File: src/sensor_fifo_pkg.sv
package sensor_fifo_pkg;

    // Register addresses
    localparam logic [7:0] ADDR_PRESS_HIGH = 8'h01;
    localparam logic [7:0] ADDR_PRESS_MID = 8'h02;
    localparam logic [7:0] ADDR_PRESS_LOW = 8'h03;
    localparam logic [7:0] ADDR_TEMP_HIGH = 8'h04;
    localparam logic [7:0] ADDR_TEMP_LOW = 8'h05;
    localparam logic [7:0] ADDR_TEMP_DELTA_HIGH = 8'h0A;
    localparam logic [7:0] ADDR_TEMP_DELTA_LOW = 8'h0B;
    localparam logic [7:0] ADDR_DEVICE_IDENTIFIER = 8'h0C;
    localparam logic [7:0] ADDR_QUEUE_STATUS = 8'h0D;
    localparam logic [7:0] ADDR_QUEUE_READ_PORT = 8'h0E;

    // Field positions in the status register
    localparam int STATUS_OVF_BIT = 7;
    localparam int STATUS_LEVEL_BIT = 6;

    // Reset values
    localparam logic [7:0] RESET_BYTE = 8'h00;
    localparam logic [5:0] RESET_COUNT = 6'h00;
    localparam logic [4:0] RESET_PTR = 5'h00;
    localparam logic [2:0] RESET_BYTE_IDX = 3'h0;
    localparam logic [19:0] RESET_PRESS = 20'h00000;
    localparam logic [11:0] RESET_TEMP = 12'h000;

    // Identifier value is arbitrary, stands in for the stored one
    localparam logic [7:0] IDENTIFIER_DEFAULT = 8'h5A;

    // Queue geometry
    localparam int QUEUE_DEPTH = 32;
    localparam logic [5:0] QUEUE_FULL = 6'h20;
    localparam logic [5:0] QUEUE_ONE = 6'h01;
    localparam logic [4:0] PTR_ONE = 5'h01;
    localparam logic [2:0] BYTE_IDX_ONE = 3'h1;
    localparam logic [2:0] LAST_BYTE_IDX = 3'h4;
    localparam logic [5:0] LEVEL_DISABLED = 6'h00;

    typedef enum logic [1:0] {
        MODE_OFF = 2'h0,
        MODE_WRAP = 2'h1,
        MODE_STOP = 2'h2,
        MODE_UNUSED = 2'h3
    } queue_mode_t;

    typedef struct packed {
        logic [QUEUE_DEPTH-1:0][31:0] mem;
        logic [4:0] head;
        logic [4:0] tail;
        logic [5:0] count;
        logic [2:0] byte_idx;
        logic [19:0] last_press;
        logic [11:0] last_temp;
        logic [11:0] temp_difference_value;
        logic queue_overflow_flag;
        logic queue_level_flag;
        logic src_fifo;
        logic [7:0] rdata;
        logic rvalid;
    } state_t;

endpackage

File: src/sensor_fifo_and_delta_regs.sv
// Contract
// (RL1) Temp delta is newest minus previous sample
// (RL2) Delta 12-bit signed, high byte whole degrees
// (RL3) Delta fraction in low register bits 7-4
// (RL4) Delta updates in every queue mode
// (RL5) Identifier register fixed, read only
// (RL6) Status bit 7 flags overflow
// (RL7) Status bit 6 flags count above threshold
// (RL8) Flags follow condition, unaffected by reads
// (RL9) Status read clears queue interrupt source bit
// (RL10) Flags held while their condition lasts
// (RL11) Status bits 5-0 give sample count
// (RL12) Empty queue and reset give count zero
// (RL13) Read port is read only, writes ignored
// (RL14) Up to 32 samples of five bytes
// (RL15) Enabled queue reads through pressure high address
// (RL16) Enabled queue zeroes other four output addresses
// (RL17) Samples keep entering during port reads
// (RL18) Sample bytes: pressure high/mid/low, temp high/low
// (RL19) Mode: off, overwrite oldest, stop when full
// (RL20) Read oldest; pop after fifth byte, count down
// (RL21) Disable or wake flushes queue and flags
// (RL22) Overflow flag set at count 32
module sensor_fifo_and_delta_regs #(
    parameter logic [7:0] IDENTIFIER_VALUE = sensor_fifo_pkg::IDENTIFIER_DEFAULT
) (
    // Clock and reset
    input wire logic ref_clk_i,
    input wire logic rstn_i,
    // Register port
    input wire logic reg_rd_i,
    input wire logic reg_wr_i,
    input wire logic [7:0] reg_addr_i,
    input wire logic [7:0] reg_wdata_i,
    output logic [7:0] reg_rdata_o,
    output logic reg_rvalid_o,
    // New samples
    input wire logic sample_valid_i,
    input wire logic [19:0] sample_press_i,
    input wire logic [11:0] sample_temp_i,
    // Queue setup
    input wire logic [1:0] queue_mode_i,
    input wire logic [5:0] queue_level_threshold_i,
    input wire logic standby_to_active_i,
    // Status
    output logic src_fifo_o,
    output logic queue_overflow_flag_o,
    output logic queue_level_flag_o,
    output logic [5:0] queue_sample_count_o
);

    sensor_fifo_pkg::state_t st_ff;
    sensor_fifo_pkg::state_t nxt_st;
    logic enabled;
    logic data_rd;
    logic [7:0] rd_byte;
    logic [31:0] head_sample;

    // Byte order of one sample as seen on the port
    function automatic logic [7:0] sample_byte(input logic [19:0] press, input logic [11:0] temp,
                                               input logic [2:0] idx);
        logic [7:0] b;
        b = sensor_fifo_pkg::RESET_BYTE;
        case (idx)
            3'h0: b = press[19:12];
            3'h1: b = press[11:4];
            3'h2: b = {press[3:0], 4'h0};
            3'h3: b = temp[11:4];
            3'h4: b = {temp[3:0], 4'h0};
            default: b = sensor_fifo_pkg::RESET_BYTE;
        endcase
        return b; // see (RL18)
    endfunction

    assign enabled = (queue_mode_i == sensor_fifo_pkg::MODE_WRAP) ||
                     (queue_mode_i == sensor_fifo_pkg::MODE_STOP); // see (RL19)
    assign head_sample = st_ff.mem[st_ff.head];

    always_comb
    begin
        nxt_st = st_ff;
        data_rd = 1'b0;
        rd_byte = sensor_fifo_pkg::RESET_BYTE;
        nxt_st.rvalid = reg_rd_i;

        // Writes are dropped: every register here is read only
        if (reg_rd_i)
        begin
            case (reg_addr_i)
                sensor_fifo_pkg::ADDR_PRESS_HIGH:
                begin
                    data_rd = enabled; // see (RL15)
                    if (!enabled)
                    begin
                        rd_byte = sample_byte(st_ff.last_press, st_ff.last_temp, 3'h0);
                    end
                end
                sensor_fifo_pkg::ADDR_PRESS_MID:
                    rd_byte = enabled ? sensor_fifo_pkg::RESET_BYTE :
                              sample_byte(st_ff.last_press, st_ff.last_temp, 3'h1); // see (RL16)
                sensor_fifo_pkg::ADDR_PRESS_LOW:
                    rd_byte = enabled ? sensor_fifo_pkg::RESET_BYTE :
                              sample_byte(st_ff.last_press, st_ff.last_temp, 3'h2); // see (RL16)
                sensor_fifo_pkg::ADDR_TEMP_HIGH:
                    rd_byte = enabled ? sensor_fifo_pkg::RESET_BYTE :
                              sample_byte(st_ff.last_press, st_ff.last_temp, 3'h3); // see (RL16)
                sensor_fifo_pkg::ADDR_TEMP_LOW:
                    rd_byte = enabled ? sensor_fifo_pkg::RESET_BYTE :
                              sample_byte(st_ff.last_press, st_ff.last_temp, 3'h4); // see (RL16)
                sensor_fifo_pkg::ADDR_TEMP_DELTA_HIGH:
                    rd_byte = st_ff.temp_difference_value[11:4]; // see (RL2)
                sensor_fifo_pkg::ADDR_TEMP_DELTA_LOW:
                    rd_byte = {st_ff.temp_difference_value[3:0], 4'h0}; // see (RL3)
                sensor_fifo_pkg::ADDR_DEVICE_IDENTIFIER:
                    rd_byte = IDENTIFIER_VALUE; // see (RL5)
                sensor_fifo_pkg::ADDR_QUEUE_STATUS:
                begin
                    rd_byte = {st_ff.queue_overflow_flag, st_ff.queue_level_flag, st_ff.count}; // see (RL11)
                    nxt_st.src_fifo = 1'b0; // see (RL9)
                end
                sensor_fifo_pkg::ADDR_QUEUE_READ_PORT:
                    data_rd = 1'b1; // see (RL13)
                default:
                    rd_byte = sensor_fifo_pkg::RESET_BYTE;
            endcase
        end

        // Empty queue reads as zero and pops nothing
        if (data_rd && (st_ff.count != sensor_fifo_pkg::RESET_COUNT))
        begin
            rd_byte = sample_byte(head_sample[31:12], head_sample[11:0], st_ff.byte_idx); // see (RL20)
            if (st_ff.byte_idx == sensor_fifo_pkg::LAST_BYTE_IDX)
            begin
                nxt_st.byte_idx = sensor_fifo_pkg::RESET_BYTE_IDX; // see (RL20)
                nxt_st.head = st_ff.head + sensor_fifo_pkg::PTR_ONE;
                nxt_st.count = st_ff.count - sensor_fifo_pkg::QUEUE_ONE;
            end
            else
            begin
                nxt_st.byte_idx = st_ff.byte_idx + sensor_fifo_pkg::BYTE_IDX_ONE;
            end
        end
        if (reg_rd_i)
        begin
            nxt_st.rdata = rd_byte;
        end

        // Push after pop so a full queue being drained still takes the sample
        if (sample_valid_i)
        begin
            nxt_st.temp_difference_value = sample_temp_i - st_ff.last_temp; // see (RL1) (RL4)
            nxt_st.last_press = sample_press_i;
            nxt_st.last_temp = sample_temp_i;
            if (enabled) // see (RL17)
            begin
                if (nxt_st.count != sensor_fifo_pkg::QUEUE_FULL) // see (RL14)
                begin
                    nxt_st.mem[st_ff.tail] = {sample_press_i, sample_temp_i};
                    nxt_st.tail = st_ff.tail + sensor_fifo_pkg::PTR_ONE;
                    nxt_st.count = nxt_st.count + sensor_fifo_pkg::QUEUE_ONE;
                end
                else if (queue_mode_i == sensor_fifo_pkg::MODE_WRAP) // see (RL19)
                begin
                    // Oldest sample lost, even if half read; reading goes on at the next one's first byte
                    nxt_st.mem[st_ff.tail] = {sample_press_i, sample_temp_i};
                    nxt_st.tail = st_ff.tail + sensor_fifo_pkg::PTR_ONE;
                    nxt_st.head = nxt_st.head + sensor_fifo_pkg::PTR_ONE;
                    nxt_st.byte_idx = sensor_fifo_pkg::RESET_BYTE_IDX;
                end
            end
        end

        if (!enabled || standby_to_active_i)
        begin
            nxt_st.head = sensor_fifo_pkg::RESET_PTR; // see (RL21)
            nxt_st.tail = sensor_fifo_pkg::RESET_PTR;
            nxt_st.count = sensor_fifo_pkg::RESET_COUNT;
            nxt_st.byte_idx = sensor_fifo_pkg::RESET_BYTE_IDX;
        end

        // Flags are levels of the count, so reads cannot drop them
        nxt_st.queue_overflow_flag = (nxt_st.count == sensor_fifo_pkg::QUEUE_FULL); // see (RL6) (RL22) (RL10)
        nxt_st.queue_level_flag = (queue_level_threshold_i != sensor_fifo_pkg::LEVEL_DISABLED) &&
                                  (nxt_st.count > queue_level_threshold_i); // see (RL7) (RL8) (RL10)

        // Rising flag beats a same-cycle status read
        if ((nxt_st.queue_overflow_flag && !st_ff.queue_overflow_flag) ||
            (nxt_st.queue_level_flag && !st_ff.queue_level_flag))
        begin
            nxt_st.src_fifo = 1'b1;
        end
    end

    always_ff @(posedge ref_clk_i or negedge rstn_i)
    begin
        if (!rstn_i)
        begin
            st_ff <= '0; // see (RL12)
        end
        else
        begin
            st_ff <= nxt_st;
        end
    end

    assign reg_rdata_o = st_ff.rdata;
    assign reg_rvalid_o = st_ff.rvalid;
    assign src_fifo_o = st_ff.src_fifo;
    assign queue_overflow_flag_o = st_ff.queue_overflow_flag;
    assign queue_level_flag_o = st_ff.queue_level_flag;
    assign queue_sample_count_o = st_ff.count;

endmodule

File: config.mk
export PLATFORM = sky130hd
export DESIGN_NAME = sensor_fifo_and_delta_regs
export DESIGN_NICKNAME = d
export VERILOG_FILES = /design/src/sensor_fifo_pkg.sv /design/src/sensor_fifo_and_delta_regs.sv
export SDC_FILE = /design/constraint.sdc
export NUM_CORES = 2
export LEC_CHECK = 0
export BUFFER_PORTS_ARGS = -buffer_cell sky130_fd_sc_hd__buf_2
export CORE_ASPECT_RATIO = 2
export CORE_MARGIN = 5
export CORE_UTILIZATION = 50
export DETAILED_ROUTE_END_ITERATION = 16
export PLACE_DENSITY_LB_ADDON = 0.1
export SLEW_MARGIN = 15
export SYNTH_ARGS = -nofsm -noshare
export SYNTH_HDL_FRONTEND = slang
export SYNTH_SLANG_ARGS = --single-unit
export TNS_END_PERCENT = 5
File: constraint.sdc
create_clock -name ref_clk_i -period 8.85 [get_ports ref_clk_i]
set_input_delay 0.885 -clock ref_clk_i [delete_from_list [all_inputs] [get_ports ref_clk_i]]
set_output_delay 0.885 -clock ref_clk_i [all_outputs]
set_load 0.005 [all_outputs]
## Word-level counts from Yosys, hierarchy flattened

Cells that the tools add are included.

- Add/subtract/negate cells: 7
- Multipliers: 0
- Divide/modulo/power cells: 0
- Order comparisons: 4
- Eq/ne operators: 18
- Shift-type cells: 0
- Muxes and demuxes: 33
- Bitwise logic cells: 0
- Reductions and logical operators: 23

Operators by type and width:

| operator | count |
|---|---|
| 2-to-1 mux 1034 bit | 1 |
| bitwise mux 1024 bit | 1 |
| 2-to-1 mux 1024 bit | 1 |
| binary-select mux 32 bit (select 5 bit) | 1 |
| demux 32 bit (select 5 bit) | 1 |
| case mux 8 bit (9 select lines) | 1 |
| 2-to-1 mux 32 bit | 2 |
| 2-to-1 mux 63 bit | 1 |
| 2-to-1 mux 8 bit | 6 |
| equality test 8 x 4 -> 1 bit (second input constant) | 5 |
| case mux 8 bit (5 select lines) | 1 |
| 2-to-1 mux 19 bit | 2 |
| 2-to-1 mux 5 bit | 4 |
| equality test 8 x 2 -> 1 bit (second input constant) | 2 |
| equality test 8 x 3 -> 1 bit (second input constant) | 2 |
| adder 5 x 1 -> 5 bit (second input constant) | 3 |
| < comparator 5 x 6 -> 1 bit (second input constant) | 2 |
| 2-to-1 mux 6 bit | 2 |
| nonzero test 6 bit | 2 |
| subtractor 12 bit | 1 |
| nonzero test 2 bit | 5 |
| 2-to-1 mux 3 bit | 3 |
| 2-to-1 mux 9 bit | 1 |
| equality test 8 x 1 -> 1 bit (second input constant) | 1 |
| other kinds (21) | 34 |

- Register bits: 1099
- Latch bits: 0
- RAM bits: 0
- Bits in read-only memories: 0
- Input bits: 62
- Output and inout bits: 18
- Logic and storage cells: 129
- Memories kept: 0

## Longest topological paths before layout

- Depth after elaboration: 18
- Depth in mapped cells: 22
- Depth with buffers taken out: 20

## Worst setup path after synthesis

OpenSTA, ideal clock, no wires.

- Path type: input to register
- From: input reg_addr_i[5]
- To: register st_ff (netlist bit src_fifo_o)
- Arrival: 4.421 ns
- Data required time: 8.746 ns
- Setup slack: 4.325 ns
- Stages: 19
- Buffers on the path: 1
- Path through: or4_1 -> buf_2 -> nor4b_4 -> o211ai_1 -> a21oi_1 -> ha_1 -> and2_1 -> nand4_2 -> and3_1 -> nor3_1 -> inv_1 -> ha_1 -> inv_1 -> a21oi_1 -> nor2_1 -> a211oi_1 -> a311oi_1 -> a22oi_1 -> o41ai_2

RTL lines:

| what | RTL line | text |
|---|---|---|
| start, declared | sensor_fifo_and_delta_regs.sv:33 | `input wire logic [7:0] reg_addr_i,` |
| end signal, assigned | sensor_fifo_and_delta_regs.sv:202 | `st_ff <= nxt_st;` |
| end, declared | sensor_fifo_and_delta_regs.sv:52 | `sensor_fifo_pkg::state_t st_ff;` |

## Final worst setup path

- From: input reg_addr_i[5]
- To: register st_ff[178] (netlist name)

- Word-level cells in the longest chain between the ends: 8
- Elaborated cells on any way between the ends: 10

Ends and longest elaborated chain:

| what | RTL line | text |
|---|---|---|
| equality test 8 x 4 -> 1 bit or equality test 8 x 1 -> 1 bit (tied branches) | sensor_fifo_and_delta_regs.sv:89 | `case (reg_addr_i)` |
| case mux 1 bit (2 select lines) * | sensor_fifo_and_delta_regs.sv:89 |  |
| 2-to-1 mux 1 bit * | sensor_fifo_and_delta_regs.sv:87 | `if (reg_rd_i)` |
| logical AND 1 bit * | sensor_fifo_and_delta_regs.sv:129 | `if (data_rd && (st_ff.count != sensor_fifo_pkg::RESET_COUNT))` |
| 2-to-1 mux 9 bit * | sensor_fifo_and_delta_regs.sv:129 |  |
| != test 6 bit * | sensor_fifo_and_delta_regs.sv:156 | `if (nxt_st.count != sensor_fifo_pkg::QUEUE_FULL)` |
| nonzero test 2 bit (no line) | n/a |  |
| AND reduction 3 bit (no line) | n/a |  |

Mark *: on every way between the ends. The rest lies on a longest branch, timed or not.
A chain may end at the register's enable or synchronous reset.

==> run_results.csv <==
group,metric,value,unit
outcome,run_status,"complete, no violations",
setup_path,cp.required,9.43,ns
setup_path,worstReg2RegStart,"queue_sample_count_o[0]$_DFF_PN0_",
die,fp.dieH,462,um
finish,fillers,8118,
global_routing,antenna_found_initial,9,
clocking,cts_made_buffers,98,
pwr,power_leakage,0.0270,uW
place,dp_hpwl,83.7,mm
pwr,pwr-share-comb,0.062,
pwr,power_frac_seq,0.501,
global_routing,overflow,0,
setup_path,critPathLaunch,"reg_addr_i[5]",
synthesis,synthCells,3248,
clocking,cts_root_buf,"clkbuf_16",
synthesis,synth-edff-count,0,
finish,fin_util,0.552,
setup_path,cp_max_fo,22,
pwr,netSwitchingFraction,0.230,
sta,clock.fmax,0.193,GHz
sta,tightest_slew,1.05,ns
sta,fin_setup_tns,0,ns
finish,final_nets,3274,
setup_path,worstPathArrival,5.75,ns
route,dr.pass1.iters,7,
synthesis,ys_types,65,
flow_run,max_cap_viol_count,0,
clocking,post_cts_buffers,0,
sta,fin_crit_sh,0.584,
finish,drive_gt1_frac,0.404,
finish,instances_no_fill,4601,
die,dieArea,109000,um2
die,rows,165,
synthesis,synth_area,51000,um2
setup_path,crit_type,"input pin to flop",
die,core-area,101000,um2
clocking,cts_tree,"built",
route,wl,141,mm
sta,slew_headroom,0.299,
route,vias,28545,
pwr,p_switching,2420,uW
place,port_buffers,70,
route,drc,0,
setup_path,critPathCaptureType,"flop",
sta,hold_viol,0,
place,dp.cells,4413,
sta,setup_viol,0,
sta,skew,0.0231,ns
pwr,max-vdd-ir-drop,192,uV
sta,slew_viol_final,0,
global_routing,grt_max_degree,169,
synthesis,yosysSeqAreaShare,0.539,
finish,layout_common_cells,"1095 x dfrtp_1, 637 x mux2_2, 427 x mux2_1",
pwr,powerDensity,188,nW/um2
synthesis,synthArstFlopShare,1.00,
clocking,htree_levels,3,
route,drtAntennaViolNets,0,
route,vias_per_cell,6.20,
worst_hold_path,hold_path.class,"input pin to async pin",
synthesis,ys.warnings.count,0,
finish,final_common_cell,"dfrtp_1",
pwr,p_clk_frac,0.436,
synthesis,synth_nets,3344,
die,ios,80,
synthesis,yosys_register_bits,1099,
sta,finalCriticalPeriod,5.17,ns
route,drtIter0Drc,1823,
synthesis,avgSynthCellArea,15.7,um2
clocking,clk_pin_slew,0.06,ns
finish,area_delta_synth_final,9.52,%
clocking,clock_path_buffers,3,
die,dieWidth,236,um
setup_path,startpoint_type,"input pin",
route,post_drt_wl_per_cell,30.6,um
sta,rsz0062_at_grt,"false",
clocking,insertion_delay,0.71,ns
clocking,cts_resized,0,
global_routing,grt_pass1_wl,212,mm
global_routing,grtUsageTotal,0.263,
synthesis,ys.flop_type,"dfrtp_1",
clocking,cts.sink_count,1099,
global_routing,grt_pass1_vias,31732,
die,start_util,0.504,
clocking,cts_hold_buffers,0,
place,gp_congestion,0.912,
pwr,p_int,8080,uW
## path summary, 6_finish.rpt
| path | endpoint | slack, ns | depth (start not counted) |
|---|---|---|---|
| worst min-delay path | st_ff[231]$_DFFE_PN0P_ | 0.19 | 1 |
| min in group ref_clk_i | st_ff[430]$_DFFE_PN0P_ | 0.49 | 1 |
| worst max-delay path | st_ff[178]$_DFFE_PN0P_ | 3.68 | 12 |
| worst max register to register | st_ff[178]$_DFFE_PN0P_ | 3.86 | 12 |
| max in group asynchronous | st_ff[917]$_DFFE_PN0P_ | 6.55 | 4 |
| worst min register to register | st_ff[430]$_DFFE_PN0P_ | 0.49 | 1 |
## cell families (layout without fill, tap and decap cells)
kind of cell	after synthesis	in the layout	share of synthesized area
multiplexers	1401	1401	0.380
AO/OA/AOI/OAI	124	124	0.0180
other	0	4	0
XOR/XNOR	25	25	0.00429
buffers and inverters	345	358	0.0296
adder cells (fa/ha/maj)	34	34	0.00849
flip-flops	1099	1099	0.539
AND/OR/NAND/NOR	220	220	0.0200
## cell usage after synthesis (2+ instances only)
library cell	count	area (um2)
a21boi_0	3	22.5
a21o_1	3	22.5
a21oi_1	20	100
a221o_1	5	50.1
a221oi_1	9	78.8
a22oi_1	17	128
a31oi_1	3	18.8
and2_1	2	12.5
and3_1	5	31.3
and3b_1	2	17.5
buf_1	28	105
buf_2	108	541
buf_4	21	158
clkbuf_1	146	548
dfrtp_1	1099	27500
ha_1	33	413
inv_1	40	150
mux2_1	427	4810
mux2_2	637	7170
mux2i_1	13	130
mux4_2	324	7300
nand2_1	96	360
nand2b_1	3	18.8
nand3_1	8	40.0
nand4_1	7	43.8
nor2_1	56	210
nor2b_1	3	18.8
nor3_1	19	95.1
nor3b_1	3	22.5
nor4_1	3	18.8
nor4b_1	2	17.5
o2111ai_1	4	35.0
o211a_4	4	70.1
o211ai_1	13	97.6
o21a_1	3	22.5
o21ai_0	22	110
o31ai_1	4	30.0
or2_2	2	12.5
or3_1	2	12.5
xnor2_1	16	140
xor2_1	9	78.8
## sequential cells by signal (all words and copies together) (netlist names)
name and cells:
queue_sample_count_o 6, reg_rdata_o 8, reg_rvalid_o 1, queue_overflow_flag_o 1, queue_level_flag_o 1, st_ff 1081
src_fifo_o 1
## worst max-delay path, cell delays in order
cell      delay [ns]
buf_2           0.09
or4_1           0.73
nor3_2          0.57
o211ai_1        0.32
a21oi_1         0.32
ha_1            0.18
and2_1          0.17
nand4_2         0.41
o211a_4         0.49
nand2_2         0.45
buf_4           0.66
mux2_2          0.41
## power by group through the flow
stage	Clock (uW)	Sequential [uW]	Combinational (uW)
2_1_floorplan	0	5320	367
6_report	4580	5270	654
4_1_cts	4700	5260	670
3_3_place_gp	0	5340	640
3_5_place_dp	0	5360	667
5_1_grt	4900	5270	718
## metrics by stage
stage,area [um2],hold slack [ns],setup slack [ns],power [uW]
after floorplan,51000,0.452,4.33,5690
after global routing,55900,0.227,3.56,10900
after detailed placement,52300,0.475,3.08,6030
after CTS,55800,0.181,3.83,10600
final,55900,0.185,3.68,10500
after global placement,52300,0.468,3.12,5980
## final cells by class
cell class	count	area [um2]	share of cell area
clock inverter	44	574	0.0103
clock buffer	139	2910	0.0521
multi-input combinational	1804	22100	0.395
sequential	1099	27500	0.492
timing repair buffer	134	952	0.0170
inverter	41	156	0.00280
tap	1336	1670	0.0299
antenna	4	10.0	0.000179
## routing by layer
| layer | part of all wire | GRT usage | vias to the layer above | wire, um |
|---|---|---|---|---|
| li1 | - | - | 11902 | - |
| met2 | 0.53 | 0.473 | 691 | 75100 |
| met1 | 0.39 | 0.324 | 15682 | 54400 |
| met3 | 0.040 | 0.0374 | 262 | 5600 |
| met4 | 0.040 | 0.0949 | 8 | 5630 |
| met5 | 0.00040 | 0 | - | 57 |
(Power assumes the default switching activity.)
